==> config.mk <==
export PLATFORM = sky130hd
export DESIGN_NAME = rsa_core
export DESIGN_NICKNAME = d
export VERILOG_FILES = /design/src/shared/rsa_pkg.sv /design/src/logic/rsa_alu.sv /design/src/logic/rsa_core.sv
export SDC_FILE = /design/constraint.sdc
export NUM_CORES = 1
export LEC_CHECK = 0
export BUFFER_PORTS_ARGS = -buffer_cell sky130_fd_sc_hd__buf_4
export CORE_MARGIN = 2
export CORE_UTILIZATION = 46
export DETAILED_ROUTE_END_ITERATION = 12
export PLACE_DENSITY = 0.7
export SLEW_MARGIN = 5
export SYNTH_ARGS = -nofsm -noshare
export SYNTH_HDL_FRONTEND = slang
export SYNTH_SLANG_ARGS = --single-unit
==> constraint.sdc <==
create_clock -name pclk -period 10.3 [get_ports pclk]
set_input_delay 0 -clock pclk [delete_from_list [all_inputs] [get_ports pclk]]
set_output_delay 0 -clock pclk [all_outputs]
set_load 0.02 [all_outputs]
==> src/shared/rsa_pkg.sv <==
/*
 Package for the rotate/subtract/skip datapath: register map, field
 positions, reset values, operation codes and sequencer states.
 Assumes a 32-bit APB register bus with byte addresses on an 8-bit paddr.
*/
`default_nettype none

package rsa_pkg;

	// ------------------------------------------------------------
	// Register byte offsets
	// ------------------------------------------------------------
	localparam logic [7:0] ADDR_CMD   = 8'h00;
	localparam logic [7:0] ADDR_ACC   = 8'h04;
	localparam logic [7:0] ADDR_MEM   = 8'h08;
	localparam logic [7:0] ADDR_FLAGS = 8'h0C;
	localparam logic [7:0] ADDR_STAT  = 8'h10;

	// ------------------------------------------------------------
	// Field positions
	// ------------------------------------------------------------
	localparam int CMD_OP_LSB  = 0;
	localparam int CMD_BIT_LSB = 5;
	localparam int FLAG_C      = 0;
	localparam int FLAG_AC     = 1;
	localparam int FLAG_Z      = 2;
	localparam int FLAG_OV     = 3;

	// ------------------------------------------------------------
	// Reset values and cycle counts
	// ------------------------------------------------------------
	localparam logic [7:0] ACC_RST   = 8'h00;
	localparam logic [7:0] MEM_RST   = 8'h00;
	localparam logic [3:0] FLAGS_RST = 4'h0;
	localparam logic [1:0] CYC_PLAIN = 2'h1;
	localparam logic [1:0] CYC_SKIP  = 2'h2;

	// ------------------------------------------------------------
	// Operation codes
	// ------------------------------------------------------------
	localparam logic [4:0] OP_ROTL_CY_MEM = 5'h00;
	localparam logic [4:0] OP_ROTL_CY_ACC = 5'h01;
	localparam logic [4:0] OP_ROTR_MEM    = 5'h02;
	localparam logic [4:0] OP_ROTR_ACC    = 5'h03;
	localparam logic [4:0] OP_ROTR_CY_MEM = 5'h04;
	localparam logic [4:0] OP_ROTR_CY_ACC = 5'h05;
	localparam logic [4:0] OP_SBC_ACC     = 5'h06;
	localparam logic [4:0] OP_SBC_MEM     = 5'h07;
	localparam logic [4:0] OP_MINUS_ACC   = 5'h08;
	localparam logic [4:0] OP_MINUS_MEM   = 5'h09;
	localparam logic [4:0] OP_DECSZ_MEM   = 5'h0A;
	localparam logic [4:0] OP_DECSZ_ACC   = 5'h0B;
	localparam logic [4:0] OP_INCSZ_MEM   = 5'h0C;
	localparam logic [4:0] OP_INCSZ_ACC   = 5'h0D;
	localparam logic [4:0] OP_SKIP_BIT_NZ = 5'h0E;
	localparam logic [4:0] OP_FILL_ONES   = 5'h0F;
	localparam logic [4:0] OP_BIT_FORCE   = 5'h10;

	// ------------------------------------------------------------
	// Sequencer states
	// ------------------------------------------------------------
	typedef enum logic [1:0] {
		RSA_IDLE  = 2'b00,
		RSA_EXEC  = 2'b01,
		RSA_DUMMY = 2'b10
	} rsa_state_t;

endpackage

`default_nettype wire

==> src/logic/rsa_alu.sv <==
/*
 Combinational execution unit: one operation on accumulator, memory byte
 and flags, giving the new values, write enables and the skip decision.
 Assumes the caller registers the results in the single execute cycle.
*/
`timescale 1ns/1ps
`default_nettype none

module rsa_alu (
	input  wire logic [4:0] op,
	input  wire logic [2:0] bit_sel,
	input  wire logic [7:0] acc,
	input  wire logic [7:0] mem,
	input  wire logic [3:0] flags,
	output logic      [7:0] acc_out,
	output logic      [7:0] mem_out,
	output logic      [3:0] flags_out,
	output logic            acc_wr,
	output logic            mem_wr,
	output logic            skip,
	output logic            illegal
);

	// ------------------------------------------------------------
	// Shared adder
	// ------------------------------------------------------------
	logic       cin;
	logic [8:0] sum;
	logic [4:0] nib;
	logic [7:0] dec_v;
	logic [7:0] inc_v;

	// Subtraction as addition of the complement; borrow-in is carry
	assign cin   = (op == rsa_pkg::OP_SBC_ACC || op == rsa_pkg::OP_SBC_MEM) ?
	               flags[rsa_pkg::FLAG_C] : 1'b1;
	assign sum   = {1'b0, acc} + {1'b0, ~mem} + {8'h00, cin};
	assign nib   = {1'b0, acc[3:0]} + {1'b0, ~mem[3:0]} + {4'h0, cin};
	assign dec_v = mem - 8'h01;
	assign inc_v = mem + 8'h01;

	// ------------------------------------------------------------
	// Operation decode
	// ------------------------------------------------------------
	always_comb begin
		acc_out   = acc;
		mem_out   = mem;
		flags_out = flags;
		acc_wr    = 1'b0;
		mem_wr    = 1'b0;
		skip      = 1'b0;
		illegal   = 1'b0;
		case (op)
			rsa_pkg::OP_ROTL_CY_MEM: begin
				mem_out = {mem[6:0], flags[rsa_pkg::FLAG_C]};
				mem_wr  = 1'b1;
				flags_out[rsa_pkg::FLAG_C] = mem[7];
			end
			rsa_pkg::OP_ROTL_CY_ACC: begin
				acc_out = {mem[6:0], flags[rsa_pkg::FLAG_C]};
				acc_wr  = 1'b1;
				flags_out[rsa_pkg::FLAG_C] = mem[7];
			end
			rsa_pkg::OP_ROTR_MEM: begin
				mem_out = {mem[0], mem[7:1]};
				mem_wr  = 1'b1;
			end
			rsa_pkg::OP_ROTR_ACC: begin
				acc_out = {mem[0], mem[7:1]};
				acc_wr  = 1'b1;
			end
			rsa_pkg::OP_ROTR_CY_MEM: begin
				mem_out = {flags[rsa_pkg::FLAG_C], mem[7:1]};
				mem_wr  = 1'b1;
				flags_out[rsa_pkg::FLAG_C] = mem[0];
			end
			rsa_pkg::OP_ROTR_CY_ACC: begin
				acc_out = {flags[rsa_pkg::FLAG_C], mem[7:1]};
				acc_wr  = 1'b1;
				flags_out[rsa_pkg::FLAG_C] = mem[0];
			end
			rsa_pkg::OP_SBC_ACC, rsa_pkg::OP_SBC_MEM,
			rsa_pkg::OP_MINUS_ACC, rsa_pkg::OP_MINUS_MEM: begin
				// Accumulator kept on the memory forms
				acc_wr = (op == rsa_pkg::OP_SBC_ACC || op == rsa_pkg::OP_MINUS_ACC);
				mem_wr = ~acc_wr;
				if (acc_wr) begin
					acc_out = sum[7:0];
				end else begin
					mem_out = sum[7:0];
				end
				// Carry high means no borrow
				flags_out[rsa_pkg::FLAG_C]  = sum[8];
				flags_out[rsa_pkg::FLAG_Z]  = (sum[7:0] == 8'h00);
				flags_out[rsa_pkg::FLAG_AC] = nib[4];
				flags_out[rsa_pkg::FLAG_OV] = (acc[7] != mem[7]) && (sum[7] != acc[7]);
			end
			rsa_pkg::OP_DECSZ_MEM: begin
				mem_out = dec_v;
				mem_wr  = 1'b1;
				skip    = (dec_v == 8'h00);
			end
			rsa_pkg::OP_DECSZ_ACC: begin
				acc_out = dec_v;
				acc_wr  = 1'b1;
				skip    = (dec_v == 8'h00);
			end
			rsa_pkg::OP_INCSZ_MEM: begin
				mem_out = inc_v;
				mem_wr  = 1'b1;
				skip    = (inc_v == 8'h00);
			end
			rsa_pkg::OP_INCSZ_ACC: begin
				acc_out = inc_v;
				acc_wr  = 1'b1;
				skip    = (inc_v == 8'h00);
			end
			rsa_pkg::OP_SKIP_BIT_NZ: begin
				skip = mem[bit_sel];
			end
			rsa_pkg::OP_FILL_ONES: begin
				mem_out = 8'hFF;
				mem_wr  = 1'b1;
			end
			rsa_pkg::OP_BIT_FORCE: begin
				mem_out = mem | (8'h01 << bit_sel);
				mem_wr  = 1'b1;
			end
			default: begin
				illegal = 1'b1;
			end
		endcase
	end

endmodule

`default_nettype wire

==> src/logic/rsa_core.sv <==
/*
 APB-reached execution datapath for rotate, subtract, step-and-skip and
 set operations on an accumulator, one data memory byte and four flags.
 Assumes an APB master on pclk; paddr is a byte address, data 32 bits.
*/
// Added by the designer: the register offsets and the APB interface to the registers.
`timescale 1ns/1ps
`default_nettype none

module rsa_core (
	input  wire logic        pclk,
	input  wire logic        presetn,
	input  wire logic        psel,
	input  wire logic        penable,
	input  wire logic        pwrite,
	input  wire logic [7:0]  paddr,
	input  wire logic [31:0] pwdata,
	output logic      [31:0] prdata,
	output logic             pready,
	output logic             pslverr
);

	// ------------------------------------------------------------
	// Declarations
	// ------------------------------------------------------------
	logic [31:0]         prdata_r, prdata_nxt;
	logic                pready_r, pready_nxt;
	logic                pslverr_r, pslverr_nxt;
	rsa_pkg::rsa_state_t state_r, state_nxt;
	logic [4:0]          op_r, op_nxt;
	logic [2:0]          bit_r, bit_nxt;
	logic [7:0]          acc_r, acc_nxt;
	logic [7:0]          mem_r, mem_nxt;
	logic [3:0]          flags_r, flags_nxt;
	logic                skip_r, skip_nxt;
	logic                ill_r, ill_nxt;
	logic                memwr_r, memwr_nxt;
	logic                accwr_r, accwr_nxt;
	logic [1:0]          cyc_r, cyc_nxt;
	logic                wr_go;
	logic [7:0]          alu_acc, alu_mem;
	logic [3:0]          alu_flags;
	logic                alu_accwr, alu_memwr, alu_skip, alu_ill;

	// Known register offset check
	function automatic logic addr_ok(input logic [7:0] a);
		addr_ok = (a == rsa_pkg::ADDR_CMD) || (a == rsa_pkg::ADDR_ACC) ||
		          (a == rsa_pkg::ADDR_MEM) || (a == rsa_pkg::ADDR_FLAGS) ||
		          (a == rsa_pkg::ADDR_STAT);
	endfunction

	assign prdata  = prdata_r;
	assign pready  = pready_r;
	assign pslverr = pslverr_r;

	// Write commits only at the completing access edge
	assign wr_go = psel && penable && pready_r && pwrite && addr_ok(paddr);

	// ------------------------------------------------------------
	// APB slave
	// ------------------------------------------------------------
	// Ready raised by the setup cycle so every access takes one wait-free phase
	always_comb begin
		pready_nxt  = psel && !penable;
		pslverr_nxt = psel && !penable && !addr_ok(paddr);
		prdata_nxt  = prdata_r;
		if (psel && !penable) begin
			case (paddr)
				rsa_pkg::ADDR_CMD:   prdata_nxt = {24'h000000, bit_r, op_r};
				rsa_pkg::ADDR_ACC:   prdata_nxt = {24'h000000, acc_r};
				rsa_pkg::ADDR_MEM:   prdata_nxt = {24'h000000, mem_r};
				rsa_pkg::ADDR_FLAGS: prdata_nxt = {28'h0000000, flags_r};
				rsa_pkg::ADDR_STAT:  prdata_nxt = {22'h0, cyc_r, 3'h0, accwr_r,
				                                   memwr_r, ill_r, skip_r,
				                                   (state_r != rsa_pkg::RSA_IDLE)};
				default:             prdata_nxt = 32'h00000000;
			endcase
		end
	end

	always_ff @(posedge pclk or negedge presetn) begin
		if (!presetn) begin
			prdata_r  <= 32'h00000000;
			pready_r  <= 1'b0;
			pslverr_r <= 1'b0;
		end else begin
			prdata_r  <= prdata_nxt;
			pready_r  <= pready_nxt;
			pslverr_r <= pslverr_nxt;
		end
	end

	// ------------------------------------------------------------
	// Execution unit
	// ------------------------------------------------------------
	rsa_alu u_alu (
		.op        (op_r),
		.bit_sel   (bit_r),
		.acc       (acc_r),
		.mem       (mem_r),
		.flags     (flags_r),
		.acc_out   (alu_acc),
		.mem_out   (alu_mem),
		.flags_out (alu_flags),
		.acc_wr    (alu_accwr),
		.mem_wr    (alu_memwr),
		.skip      (alu_skip),
		.illegal   (alu_ill)
	);

	// ------------------------------------------------------------
	// Sequencer and architectural state
	// ------------------------------------------------------------
	// Software writes are dropped while busy so results are never torn
	always_comb begin
		state_nxt = state_r;
		op_nxt    = op_r;
		bit_nxt   = bit_r;
		acc_nxt   = acc_r;
		mem_nxt   = mem_r;
		flags_nxt = flags_r;
		skip_nxt  = skip_r;
		ill_nxt   = ill_r;
		memwr_nxt = memwr_r;
		accwr_nxt = accwr_r;
		cyc_nxt   = cyc_r;
		case (state_r)
			rsa_pkg::RSA_IDLE: begin
				if (wr_go) begin
					case (paddr)
						rsa_pkg::ADDR_CMD: begin
							op_nxt    = pwdata[rsa_pkg::CMD_OP_LSB +: 5];
							bit_nxt   = pwdata[rsa_pkg::CMD_BIT_LSB +: 3];
							state_nxt = rsa_pkg::RSA_EXEC;
						end
						rsa_pkg::ADDR_ACC:   acc_nxt   = pwdata[7:0];
						rsa_pkg::ADDR_MEM:   mem_nxt   = pwdata[7:0];
						rsa_pkg::ADDR_FLAGS: flags_nxt = pwdata[3:0];
						default:             state_nxt = state_r;
					endcase
				end
			end
			rsa_pkg::RSA_EXEC: begin
				acc_nxt   = alu_acc;
				mem_nxt   = alu_mem;
				flags_nxt = alu_flags;
				skip_nxt  = alu_skip;
				ill_nxt   = alu_ill;
				memwr_nxt = alu_memwr;
				accwr_nxt = alu_accwr;
				// Discarded prefetch costs one dummy cycle
				cyc_nxt   = alu_skip ? rsa_pkg::CYC_SKIP : rsa_pkg::CYC_PLAIN;
				state_nxt = alu_skip ? rsa_pkg::RSA_DUMMY : rsa_pkg::RSA_IDLE;
			end
			rsa_pkg::RSA_DUMMY: begin
				state_nxt = rsa_pkg::RSA_IDLE;
			end
			default: begin
				state_nxt = rsa_pkg::RSA_IDLE;
			end
		endcase
	end

	always_ff @(posedge pclk or negedge presetn) begin
		if (!presetn) begin
			state_r <= rsa_pkg::RSA_IDLE;
			op_r    <= 5'h00;
			bit_r   <= 3'h0;
			acc_r   <= rsa_pkg::ACC_RST;
			mem_r   <= rsa_pkg::MEM_RST;
			flags_r <= rsa_pkg::FLAGS_RST;
			skip_r  <= 1'b0;
			ill_r   <= 1'b0;
			memwr_r <= 1'b0;
			accwr_r <= 1'b0;
			cyc_r   <= 2'h0;
		end else begin
			state_r <= state_nxt;
			op_r    <= op_nxt;
			bit_r   <= bit_nxt;
			acc_r   <= acc_nxt;
			mem_r   <= mem_nxt;
			flags_r <= flags_nxt;
			skip_r  <= skip_nxt;
			ill_r   <= ill_nxt;
			memwr_r <= memwr_nxt;
			accwr_r <= accwr_nxt;
			cyc_r   <= cyc_nxt;
		end
	end

	// ------------------------------------------------------------
	// Assertions
	// ------------------------------------------------------------
	// Independent reference adder for the subtract checks
	logic [8:0] chk_sum;
	logic       chk_cin;
	logic       in_exec;
	assign in_exec = (state_r == rsa_pkg::RSA_EXEC);
	assign chk_cin = (op_r == rsa_pkg::OP_SBC_ACC || op_r == rsa_pkg::OP_SBC_MEM) ?
	                 flags_r[0] : 1'b1;
	assign chk_sum = {1'b0, acc_r} - {1'b0, mem_r} - {8'h00, !chk_cin};

	// Signed and low-nibble differences, worked apart from the adder
	logic [8:0] chk_sd;
	logic [4:0] chk_nib;
	assign chk_sd  = {acc_r[7], acc_r} - {mem_r[7], mem_r} - {8'h00, !chk_cin};
	assign chk_nib = {1'b0, acc_r[3:0]} - {1'b0, mem_r[3:0]} - {4'h0, !chk_cin};
endmodule

`default_nettype wire

=== Word level (Yosys, flattened, before mapping) ===
Index checks and enable logic that the tools add are counted.

* Flip-flop bits (word level): 70
* Input port bits: 45
* Output and inout port bits: 34
* Logic and storage cells: 126

* $add $sub $neg: 6
* Magnitude comparators: 1
* Equal/unequal tests: 34
* Shifts and indexed selects: 1
* Mux-type cells: 28
* Bitwise gates (word level): 4
* Reduce and logical (&&, ||, !) cells: 37

{| class="wikitable"
|+ Operators with widths
! kind !! number
|-
| case mux 8 bit (8 select lines) || 1
|-
| case mux 10 bit (5 select lines) || 1
|-
| two-way mux 8 bit || 6
|-
| case mux 8 bit (6 select lines) || 1
|-
| equality test 5 x 4 -> 1 bit, second input constant || 8
|-
| logical NOT 8 bit || 4
|-
| case mux 8 bit (2 select lines) || 2
|-
| equality test 5 x 3 -> 1 bit, second input constant || 4
|-
| OR reduction 17 bit || 1
|-
| equality test 8 x 4 -> 1 bit, second input constant || 2
|-
| equality test 5 x 2 -> 1 bit, second input constant || 2
|-
| inequality test 2 bit, second input constant || 5
|-
| AND reduction 5 bit || 2
|-
| adder 8 x 8 -> 9 bit || 1
|-
| adder 9 x 1 -> 9 bit || 1
|-
| inequality test 9 x 1 -> 1 bit, second input constant || 1
|-
| adder 8 x 1 -> 8 bit, second input constant || 1
|-
| equality test 8 x 3 -> 1 bit, second input constant || 1
|-
| equality test 8 x 5 -> 1 bit, second input constant || 1
|-
| two-way mux 2 bit || 4
|-
| two-way mux 4 bit || 2
|-
| inverter 8 bit || 1
|-
| bitwise OR 8 bit || 1
|-
| case mux 4 bit (2 select lines) || 1
|-
| other kinds (35) || 57
|}

=== Depth between registers and ports, before layout ===
Gate-level depths: netlist of run 1.

* Depth in word-level cells: 8
* Gate-level depth with buffers: 13
* Depth with buffers taken out: 11

=== Hierarchy ===
Synthesis of run 1 repeated with hierarchy kept, for this count alone.

* Cell total of the unflattened synthesis: 543
* Area, all modules: 4,460.5 sq um

{| class="wikitable"
|+ By module, submodules not included
! module !! instances !! cells each !! area each (sq um) !! seq. area each (sq um)
|-
| rsa_core || 1 || 240 || 2,484.9 || 1,176.1
|-
| rsa_alu || 1 || 303 || 1,975.6 || 0.0
|}

=== Worst setup path before layout of run 1 ===
Ideal clock, no wire load.

* Path kind: register to register
* Start: register op_r[1]
* End: register acc_r[7]
* Setup time: 77 ps
* Arrival: 3,174 ps
* Required time: 10,223 ps
* Path slack: 7,049 ps
* Stages on the path, launching flop included: 12
* Path buffers: 3
* Clock period less this slack: 3,251 ps
* Path through: dfrtp_1 -> clkbuf_1 -> buf_2 -> clkbuf_1 -> nand4b_1 -> fa_1 -> a211oi_1 -> nor2_1 -> o41ai_1 -> mux2i_1 -> a221o_1 -> a21oi_1

* Word-level cells in the longest chain between the ends: 7
* Elaborated cells on any way between the ends: 20
* Classes of those cells: add/sub: 1; eq/ne: 11; mux: 4; reduce/logical: 4

{| class="wikitable"
|+ RTL lines
! what !! RTL line !! source
|-
| start, declared || rsa_core.sv:30 || <nowiki>logic [4:0] op_r, op_nxt;</nowiki>
|-
| start signal, assigned || rsa_core.sv:179 || <nowiki>op_r <= op_nxt;</nowiki>
|-
| equality test 5 x 3 -> 1 bit (on tied branches) || rsa_alu.sv:34, rsa_alu.sv:52, rsa_alu.sv:84 ||
|-
| logical OR 1 bit || rsa_alu.sv:34 || <nowiki>assign cin = (op == rsa_pkg::OP_SBC_ACC || op == rsa_pkg::OP_SBC_MEM) ?</nowiki>
|-
| two-way mux 1 bit || rsa_alu.sv:34 ||
|-
| adder 9 x 1 -> 9 bit || rsa_alu.sv:36 || <nowiki>assign sum = {1'b0, acc} + {1'b0, ~mem} + {8'h00, cin};</nowiki>
|-
| two-way mux 8 bit || rsa_alu.sv:86 || <nowiki>if (acc_wr) begin</nowiki>
|-
| case mux 8 bit (6 select lines) || rsa_alu.sv:52 || <nowiki>case (op)</nowiki>
|-
| case mux 8 bit (2 select lines) || rsa_core.sv:127 || <nowiki>case (state_r)</nowiki>
|-
| end signal, assigned || rsa_core.sv:169 || <nowiki>acc_r <= rsa_pkg::ACC_RST;</nowiki>
|-
| end signal, assigned || rsa_core.sv:181 || <nowiki>acc_r <= acc_nxt;</nowiki>
|-
| end, declared || rsa_core.sv:32 || <nowiki>logic [7:0] acc_r, acc_nxt;</nowiki>
|}

Parallel ways exist; a longest one is shown, timed or not. The select of a mux whose other input is x is not followed.
A chain may end at the register's enable or synchronous reset.

=== Final worst setup path of run 1 ===
* Start: register op_r[3]
* End: register flags_r[3]

* Word-level cells in the longest chain between the ends: 8
* Elaborated cells on any way between the ends: 14
* Classes of those cells: add/sub: 1; eq/ne: 6; mux: 3; reduce/logical: 4

{| class="wikitable"
|+ RTL lines
! what !! RTL line !! source
|-
| equality test 5 x 3 -> 1 bit || rsa_alu.sv:34, rsa_alu.sv:52 ||
|-
| logical OR 1 bit || rsa_alu.sv:34 ||
|-
| two-way mux 1 bit || rsa_alu.sv:34 ||
|-
| adder 9 x 1 -> 9 bit || rsa_alu.sv:36 ||
|-
| inequality test 1 bit || rsa_alu.sv:95 || <nowiki>flags_out[rsa_pkg::FLAG_OV] = (acc[7] != mem[7]) && (sum[7] != acc[7]);</nowiki>
|-
| logical AND 1 bit || rsa_alu.sv:95 ||
|-
| two-way mux 3 bit || rsa_alu.sv:52 ||
|-
| case mux 4 bit (2 select lines) || rsa_core.sv:127 ||
|-
| end signal, assigned || rsa_core.sv:171 || <nowiki>flags_r <= rsa_pkg::FLAGS_RST;</nowiki>
|-
| end signal, assigned || rsa_core.sv:183 || <nowiki>flags_r <= flags_nxt;</nowiki>
|-
| end, declared || rsa_core.sv:34 || <nowiki>logic [3:0] flags_r, flags_nxt;</nowiki>
|}

Parallel ways exist; a longest one is shown, timed or not. The select of a mux whose other input is x is not followed.

==> results of run 1 <==
layout make-up:
type / instances / area, µm²
flip-flops and latches: 47 / 1180
inverters: 19 / 71.3
repair buffers: 45 / 360
clock inverters: 3 / 71.3
well taps: 111 / 139
fillers: 884 / 4470
multi-input cells: 428 / 2790
clock buffers: 5 / 68.8
kinds of logic after synthesis:
group	Yosys count
AOI/OAI and AO/OA	180
buffers and inverters	85
and+or+nand+nor	182
xor gates and xnor gates	15
other	1
muxes	16
adders and majority gates	13
DFF	47
synth_stat cells, drive strengths merged (11+ instances only):
master and number:
a21oi 30, buf 28, clkbuf 38, dfrtp 47, inv 18, nand2 60, nor2 36, nor3 11
nor4 11, o21ai 41, o221ai 12, xnor2 11
how the worst max path moves through the flow:
| stage | startpoint | cells past startpoint | to |
|---|---|---|---|
| floorplan | op_r[1] | 11 | acc_r[7] |
| global placement | op_r[3] | 9 | acc_r[7] |
| detailed placement | op_r[3] | 9 | flags_r[3] |
| CTS | op_r[3] | 9 | flags_r[3] |
| global route | op_r[3] | 9 | acc_r[7] |
| finish | op_r[3] | 9 | flags_r[3] |
worst max-delay path: stages, from the launching register on:
cell	delay [ns]
dfrtp_1	0.67
nor2_1	0.30
nand4b_1	0.17
fa_1	0.47
a211oi_1	0.31
nor2_1	0.09
o41ai_1	0.82
xor2_1	0.16
o311ai_0	0.52
o21a_1	0.19
per-stage QoR:
stage | utilization [%] | worst slack [ns] | power [W] | area [µm²] | hold slack (ns)
finish | 51.1 | 6.52 | 0.000409 | 4680 | 0.00556
global route | 51.1 | 6.36 | 0.000420 | 4680 | 0.00273
CTS | 51.1 | 6.70 | 0.000409 | 4670 | 0.00220
detailed placement | 48.5 | 6.76 | 0.000237 | 4440 | 0.0544
global placement | 48.5 | 6.74 | 0.000236 | 4440 | 0.0476
floorplan | - | 7.05 | 0.000225 | 4370 | -0.296
power groups by stage:
stage	clock network [W]	registers, W	logic [W]
4_1_cts	0.000172	0.000190	0.0000469
5_1_grt	0.000178	0.000190	0.0000521
6_report	0.000171	0.000190	0.0000476
2_1_floorplan	0	0.000192	0.0000331
3_5_place_dp	0	0.000193	0.0000440
3_3_place_gp	0	0.000193	0.0000433
per-layer routing:
| metal | GRT usage [%] | vias to the layer above |
|---|---|---|
| met5 | 0 | - |
| met4 | 7.59 | 0 |
| met3 | 4.72 | 36 |
| met2 | 42.5 | 308 |
| met1 | 39.0 | 2075 |
| li1 | - | 1983 |
sequential cells by signal (all words and copies together) (netlist names), 2 cells and up:
| name | flops |
|---|---|
| bit_r | 3 |
| mem_r | 8 |
| prdata | 10 |
| flags_r | 4 |
| state_r | 2 |
| acc_r | 8 |
| op_r | 5 |
what timing repair did:
action	4_1_cts	5_1_grt
hold endpoints to repair	55	0
endpoints found under the setup margin	0	0
hold buffers	9	0
==> run_results.csv, run 1 <==
group,metric,value,unit
die,dieArea,10100,µm²
route,dr_wl_met3,1470,µm
clocking,cts_made_buffers,5,
power_and_ir_drop,swShare,26.0,%
sta,slew_headroom,18.2,%
job,drv_cap,0,
route,wirelength,13900,µm
clocking,postCtsSetupRepairBufs,0,
clocking,clock_tree.buffer_depth,2,
logic_synthesis,netlist_instances,539,
route,vias,4402,
die,rows,35,
worst_hold_path,worstHoldPathCells,3,
layout,drive_gt1_share,11.7,%
power_and_ir_drop,powerDensity,87.3,nW/µm²
setup_path,worstRegToRegCells,9,
route,drtIter0Drc,569,
place,place.gp.congestion,0.921,
logic_synthesis,synth.largest_area_cell,"dfrtp_1",
sta,hold_viol_final,0,
logic_synthesis,synth.distinct_cells,74,
logic_synthesis,synth_top_family_by_area,"compound AO/OA/AOI/OAI gates",
layout,final_cell_mix,"nand2_1, dfrtp_1, o21ai_0",
sta,clock_skew,0.00754,ns
logic_synthesis,synth.area.mux_share,4.49,%
route,drt_pass1_iterations,7,
sta,max_freq,265,MHz
logic_synthesis,synthTopCellsByArea,"dfrtp_1, nand2_1, o21ai_0, buf_4, a21oi_1",
route,wl_met1,5850,µm
die,die_h,101,µm
clocking,clk_latency,0.31,ns
sta,fin_crit,3.78,ns
logic_synthesis,ys_ff_latch,47,
setup_path,arrival,4.03,ns
clocking,cts_tree,"built",
setup_path,endpoint_kind,"flip-flop",
layout,fin_cells,658,
logic_synthesis,netlist_area,4290,µm²
sta,tns,0,ns
place,numPortBuffers,32,
die,start_util,46.9,%
worst_hold_path,min_to,"pslverr",
global_route,grt_pass1_wl,21600,µm
power_and_ir_drop,sequentialPowerShare,46.4,%
global_route,overflow,0,
logic_synthesis,yosys_warnings,0,
route,top_layer_used,"met4",
power_and_ir_drop,ir_worst_vdd,62.0,µV
worst_hold_path,hp-class,"in2reg",
layout,area_growth,8.97,%
logic_synthesis,synth_edf_count,0,
worst_hold_path,min_from,"paddr[4]",
global_route,antenna_found_initial,0,
die,die_w,101,µm
sta,rsz0062_at_grt,"no",
power_and_ir_drop,p_sw,0.000106,W
clocking,path_clk_slew,0.10,ns
logic_synthesis,synth_compound_area_share,29.7,%
die,core_area,9150,µm²
route,viasPerCell,6.69,
setup_path,crit_type,"reg2reg",
power_and_ir_drop,power.leakage,1.97,nW
route,postRouteAntennaNets,0,
clocking,htreeDepth,2,
setup_path,r2r-start,"op_r[3]",
logic_synthesis,synth_flop_cell,"dfrtp_1",
setup_path,critPathMaxFanout,23,
logic_synthesis,synth_top_area_share,27.4,%
logic_synthesis,ys_seq_area_share,27.4,%
power_and_ir_drop,combPwrFrac,11.6,%
setup_path,r2r_end,"flags_r[3]",
sta,setup-violations-final,0,
clocking,cts_sinks,47,
route,drcViolationCount,0,
logic_synthesis,synth-xor-area-share,3.06,%
logic_synthesis,avgSynthCellArea,7.97,µm²
setup_path,rrSetupSlack,6.52,ns
power_and_ir_drop,p_clk_share,41.9,%
layout,layout_commonest_cell,"nand2_1",
layout,fin_nets,603,
layout,antennaDiodeCount,0,
sta,worst_pin_slew,1.21,ns
global_route,grt_pass1_vias,3971,
logic_synthesis,synth_fa_ha_area_share,4.08,%
route,wl_met2,6180,µm
clocking,cts_resized,0,
setup_path,cp.required,10.55,ns
outcome,status,"finished clean",
place,hpwlAfterDp,9930,µm
clocking,clock-root-buffer,"clkbuf_8",
sta,finalCritPeriodShare,36.7,%
sta,slew_violations,0,
power_and_ir_drop,p_int,0.000302,W
global_route,gr-usage-all-layers,27.3,%
setup_path,critPathLaunchType,"flip-flop",
place,placed_cells,641,
logic_synthesis,async_reset_ff_share,100,%
global_route,grt_max_degree,48,
die,boundaryPins,79,
logic_synthesis,yosys.area_share.simple,21.6,%
route,wire_per_inst,21.1,µm
No activity file was read; power rests on OpenSTA's default activity.
==> inputs of run 2 (changes only) <==
- ABC_AREA: unset -> 1
- clock period: 10.3 -> 3.9 ns (I/O delays scaled with it)
==> run 2 against run 1 <==
Net effect: final area up 6.7%; largest cell class unchanged; cell count up 38%; via count up 10%; synthesized area up 6.7%; worst hold slack better by 0.011 ns; utilization up 0.20 points; sequential share of layout area down 1.6 points; first-iteration DRC count down 38%; critical endpoint is now flags_r[2]; synthesized cell count up 39%; critical path type unchanged.
==> run_results.csv, run 2 <==
group,metric,value,unit
outcome,status,"finished clean",
setup_path,crit_family,"simple AND/OR/NAND/NOR gates",
global_route,overflow,0,
sta,worst_pin_slew,0.656,ns
sta,clock_skew,0.00624,ns
power_and_ir_drop,swShare,25.3,%
worst_hold_path,hp-class,"in2reg",
layout,antennaDiodeCount,0,
sta,setup-violations-final,0,
logic_synthesis,synth.largest_area_cell,"dfrtp_1",
layout,ff_latch_area,1180,µm²
logic_synthesis,synth.distinct_cells,43,
route,drt_pass1_iterations,5,
layout,largest_register_ffs,10,
global_route,grt_max_degree,48,
layout,multi_input_area,2830,µm²
logic_synthesis,synth_most_common_cell,"nand2_1",
clocking,clk_latency,0.31,ns
setup_path,crit_chain,"inv_2, nor3_2, nand3_1, fa_1, inv_1, fa_1, inv_1, or2_2, nor3_1, nand2_1, nor2_1, nand4_1, nand2_1, nand2_1, o21ai_0",
clocking,cts_resized,0,
sta,hold_viol_final,0,
power_and_ir_drop,finalPower,0.000955,W
clocking,path_clk_slew,0.09,ns
logic_synthesis,netlist_area,4580,µm²
sta,slew_headroom,56.1,%
die,boundaryPins,79,
place,numPortBuffers,32,
power_and_ir_drop,p_int,0.000714,W
die,die_w,104,µm
setup_path,path_buf_inv,3,
route,drtIter0Drc,352,
power_and_ir_drop,combPwrFrac,10.0,%
sta,finalCritPeriodShare,74.1,%
logic_synthesis,avgSynthCellArea,6.12,µm²
logic_synthesis,synth_common_cells,"nand2_1, nor2_1, inv_1",
place,place.gp.congestion,0.951,
power_and_ir_drop,p_sw,0.000241,W
logic_synthesis,synthTopCellsByArea,"dfrtp_1, nand2_1, nor2_1, inv_1, nand3_1",
layout,fin_nets,835,
layout,drive_gt1_share,12.0,%
setup_path,endpoint_kind,"flip-flop",
route,wire_per_inst,15.7,µm
power_and_ir_drop,powerDensity,191,nW/µm²
logic_synthesis,synth_flop_cell,"dfrtp_1",
job,drv_cap,0,
die,start_util,47.1,%
place,hpwlAfterDp,11000,µm
layout,fill_cells,1025,
die,rows,36,
setup_path,rrSetupSlack,1.01,ns
sta,slew_violations,0,
power_and_ir_drop,ir_worst_vdd,191,µV
clocking,clock-root-buffer,"clkbuf_8",
setup_path,crit_type,"reg2reg",
route,postRouteAntennaNets,0,
sta,max_freq,346,MHz
logic_synthesis,async_reset_ff_share,100,%
layout,finish.utilization,51.3,%
route,vias,4859,
die,die_h,104,µm
clocking,clock_tree.buffer_depth,2,
setup_path,cp.required,4.14,ns
route,drcViolationCount,0,
clocking,cts_sinks,47,
global_route,grt_pass1_vias,4502,
setup_path,critPathMaxStageDelay,0.60,ns
logic_synthesis,yosys_warnings,0,
route,wirelength,14300,µm
die,dieArea,10800,µm²
layout,final_cell_mix,"nand2_1, nor2_1, inv_1",
layout,layout_commonest_cell,"nand2_1",
sta,rsz0062_at_grt,"no",
clocking,hold_buffers,10,
logic_synthesis,synth_top_area_share,25.7,%
logic_synthesis,synth_edf_count,0,
logic_synthesis,ys_seq_area_share,25.7,%
logic_synthesis,netlist_instances,748,
logic_synthesis,ys_ff_latch,47,
power_and_ir_drop,power.leakage,2.59,nW
global_route,gr-usage-all-layers,27.1,%
setup_path,critPathMaxFanout,10,
clocking,cts_tree,"built",
power_and_ir_drop,p_clk_share,38.2,%
sta,fin_crit,2.89,ns
clocking,cts_made_buffers,5,
setup_path,critPathLaunchType,"flip-flop",
power_and_ir_drop,sequentialPowerShare,51.7,%
setup_path,crit_path_top_delay_cell,"dfrtp_1",
setup_path,cp_common_cell,"nand2_1",
route,viasPerCell,5.33,
global_route,grt_pass1_wl,23300,µm
clocking,postCtsSetupRepairBufs,0,
die,core_area,9730,µm²
layout,area_growth,9.01,%
setup_path,arrival,3.12,ns
sta,tns,0,ns
global_route,antenna_found_initial,0,
clocking,htreeDepth,2,
[run 2: changes by cell type in the layout (fill, tap and decap cells not counted), moves of 9 or more]
cell / before / now
nand2_1: 60 / 235
a21oi_1: 29 / 18
nor4_1: 9 / 0
nand4_1: 4 / 13
o221ai_1: 12 / 0
inv_1: 18 / 81
nand3_1: 8 / 55
nor2_1: 36 / 97
nor2_2: 0 / 13
o31ai_1: 10 / 0
o21ai_0: 40 / 54
[run 2: logic make-up after synthesis]
| group | synth area share (%) |
|---|---|
| and+or+nand+nor | 42.5 |
| buffers and inverters | 14.2 |
| AOI/OAI and AO/OA | 12.8 |
| DFF | 25.7 |
| adders and majority gates | 3.61 |
| xor gates and xnor gates | 1.15 |
| other | 0.0819 |
[run 2: routing by layer]
layer,track usage [%],share of wire (%)
met1,38.0,45
met5,0,0
met3,2.83,6.5
met4,8.20,2.2
met2,44.3,47
[run 2: final timing paths]
kind,cells after the start,startpoint,end
max in group asynchronous,2,presetn,mem_r[3]
worst min-delay path,3,psel,pready
worst max-delay path,15,op_r[2],flags_r[2]
min in group asynchronous,2,presetn,pslverr
worst max register to register,15,op_r[2],flags_r[2]
worst min register to register,2,prdata[4],prdata[4]
[run 2: through the flow]
stage | cells | setup slack (ns) | hold WS (ns) | instance area (µm²)
finish | 911 | 1.01 | 0.0168 | 4990
global route | 911 | 0.739 | 0.0494 | 4990
CTS | 911 | 1.03 | 0.0117 | 4990
detailed placement | 894 | 1.08 | 0.0573 | 4790
global placement | 894 | 1.09 | 0.0448 | 4790
floorplan | 769 | 1.41 | -0.296 | 4660
[run 2: area by class of cell]
| cell class | instances | area share (%) |
|---|---|---|
| clock buffers | 6 | 1.45 |
| clock inverters | 1 | 0.601 |
| inverters | 92 | 7.04 |
| multi-input cells | 587 | 56.8 |
| flip-flops and latches | 47 | 23.6 |
| well taps | 133 | 3.33 |
| repair buffers | 45 | 7.27 |
[run 2: worst reg2reg max path, stage by stage, from the launching register on]
cell     delay, ns
dfrtp_1       0.60
inv_2         0.12
nor3_2        0.26
nand3_1       0.15
fa_1          0.44
inv_1         0.10
fa_1          0.15
inv_1         0.04
or2_2         0.26
nor3_1        0.21
nand2_1       0.08
nor2_1        0.10
nand4_1       0.10
nand2_1       0.08
nand2_1       0.05
o21ai_0       0.07
[run 2: power groups by stage]
stage	Clock [W]	Sequential, W	Combinational, W
floorplan	0	0.000510	0.0000577
global placement	0	0.000504	0.0000868
detailed placement	0	0.000504	0.0000882
CTS	0.000364	0.000494	0.0000963
global route	0.000377	0.000495	0.000107
finish	0.000365	0.000494	0.0000959
==> inputs of run 3 (changes only) <==
- clock period: 3.9 -> 2.95 ns (I/O delays scaled with it)
==> run 3 against run 2 <==
Net effect: maximum frequency rose by 4.1%; total power rose by 23%; utilization rose by 0.64 points; die area did not move; final area rose by 1.3%; global-route usage barely moved; sequential power rose by 32%; highest routed layer unchanged.
==> run_results.csv, run 3 (synthesis results as in run 2) <==
group,metric,value,unit
outcome,status,"finished clean",
sta,hold_viol_final,0,
sta,setup-violations-final,0,
die,boundaryPins,79,
power_and_ir_drop,sequentialPowerShare,55.5,%
global_route,overflow,0,
sta,slew_violations,0,
worst_hold_path,hp-class,"in2reg",
layout,layout_commonest_cell,"nand2_1",
global_route,grt_pass1_vias,4549,
sta,tns,0,ns
die,rows,36,
power_and_ir_drop,powerDensity,233,nW/µm²
route,drtIter0Drc,386,
clocking,clock-root-buffer,"clkbuf_8",
clocking,path_clk_slew,0.10,ns
place,hpwlAfterDp,11200,µm
route,postRouteAntennaNets,0,
layout,fin_nets,846,
layout,largest_register_ffs,10,
route,wirelength,14400,µm
power_and_ir_drop,power.leakage,2.64,nW
setup_path,critPathLaunchType,"flip-flop",
layout,final_cell_mix,"nand2_1, nor2_1, inv_1",
die,die_h,104,µm
power_and_ir_drop,swShare,27.0,%
route,vias,4871,
sta,rsz0062_at_grt,"no",
setup_path,arrival,3.02,ns
route,drcViolationCount,0,
power_and_ir_drop,ir_worst_vdd,245,µV
job,drv_cap,0,
die,core_area,9730,µm²
global_route,grt_use_met3,3.02,%
layout,antennaDiodeCount,0,
clocking,cts_tree,"built",
clocking,cts_sinks,47,
setup_path,crit_type,"reg2reg",
sta,fin_crit,2.78,ns
clocking,clock_tree.buffer_depth,2,
power_and_ir_drop,p_sw,0.000317,W
power_and_ir_drop,p_clk_share,33.7,%
layout,multi_input_area,2830,µm²
layout,finish.utilization,52.0,%
die,die_w,104,µm
layout,drive_gt1_share,13.4,%
clocking,clk_latency,0.32,ns
global_route,antenna_found_initial,0,
global_route,grt_max_degree,48,
sta,slew_headroom,54.4,%
sta,max_freq,360,MHz
clocking,htreeDepth,2,
place,placed_cells,906,
die,dieArea,10800,µm²
setup_path,cp.required,3.19,ns
clocking,cts_resized,0,
clocking,cts_made_buffers,5,
die,start_util,47.1,%
place,numPortBuffers,32,
setup_path,endpoint_kind,"flip-flop",
global_route,use_met1,37.7,%
power_and_ir_drop,p_int,0.000860,W
route,wire_per_inst,15.6,µm
sta,clock_skew,0.0145,ns
layout,ff_latch_area,1180,µm²
layout,area_growth,10.4,%
place,place.gp.congestion,0.976,
global_route,grt_busiest_layer,"met2",
route,drt_pass1_iterations,5,
setup_path,critPathMaxFanout,7,
route,viasPerCell,5.28,
power_and_ir_drop,combPwrFrac,10.8,%
sta,worst_pin_slew,0.682,ns
layout,fin_cells,923,
layout,fill_cells,1036,
sta,finalCritPeriodShare,94.1,%
global_route,use_met2,43.8,%
global_route,grt_pass1_wl,23300,µm
global_route,gr-usage-all-layers,27.1,%
[run 3: power groups by stage]
| stage | combinational, W | clock, W | sequential, W |
|---|---|---|---|
| global placement | 0.000115 | 0 | 0.000666 |
| global route | 0.000141 | 0.000432 | 0.000654 |
| CTS | 0.000127 | 0.000401 | 0.000653 |
| detailed placement | 0.000117 | 0 | 0.000666 |
| floorplan | 0.0000763 | 0 | 0.000674 |
| finish | 0.000127 | 0.000397 | 0.000653 |
[run 3: worst paths after layout]
kind / startpoint / to / slack (ns) / cells after the start
worst max-delay path: op_r[3] / flags_r[2] / 0.17 / 14
worst min-delay path: psel / pready / 0.007 / 3
worst max register to register: op_r[3] / flags_r[2] / 0.17 / 14
worst min register to register: prdata[7] / prdata[7] / 0.49 / 2
max in group asynchronous: presetn / bit_r[2] / 2.30 / 2
min in group asynchronous: presetn / pslverr / 0.24 / 2
[run 3: layer usage]
layer	routed length (µm)	vias to the layer above
met1	6440	2226
met2	6780	195
met5	0	-
li1	-	2421
met4	344	0
met3	863	29
[run 3: repair_timing]
action,in CTS,in global routing
setup buffers,0,0
hold endpoints to repair,55,0
setup endpoints to repair,0,0
hold buffers,9,0
[run 3: worst max-delay path, stage by stage (launching register included)]
cell     delay, ns
dfrtp_1       0.49
nor3_2        0.35
nand3_1       0.17
fa_1          0.45
inv_1         0.09
fa_1          0.15
inv_1         0.05
or2_2         0.27
nor3_1        0.18
nand2_1       0.08
nor2_1        0.10
nand4_1       0.10
nand2_1       0.09
nand2_1       0.06
o21ai_0       0.08
[run 3: final cells by class]
class | instances | area share (%)
multi-input cells | 587 | 56.1
flip-flops and latches | 47 | 23.3
repair buffers | 56 | 8.76
inverters | 92 | 6.95
clock buffers | 6 | 1.44
well taps | 133 | 3.29
clock inverters | 2 | 0.247
[run 3: per-stage QoR]
step / hold WS [ns] / power [W] / cell area, µm² / setup slack, ns
6_report: 0.00676 / 0.00118 / 5060 / 0.174
2_1_floorplan: -0.296 / 0.000750 / 4660 / 0.458
3_3_place_gp: 0.0481 / 0.000781 / 4880 / 0.329
5_1_grt: 0.0291 / 0.00123 / 5060 / 0.0200
4_1_cts: 0.00529 / 0.00118 / 5060 / 0.205
3_5_place_dp: 0.0561 / 0.000783 / 4880 / 0.282
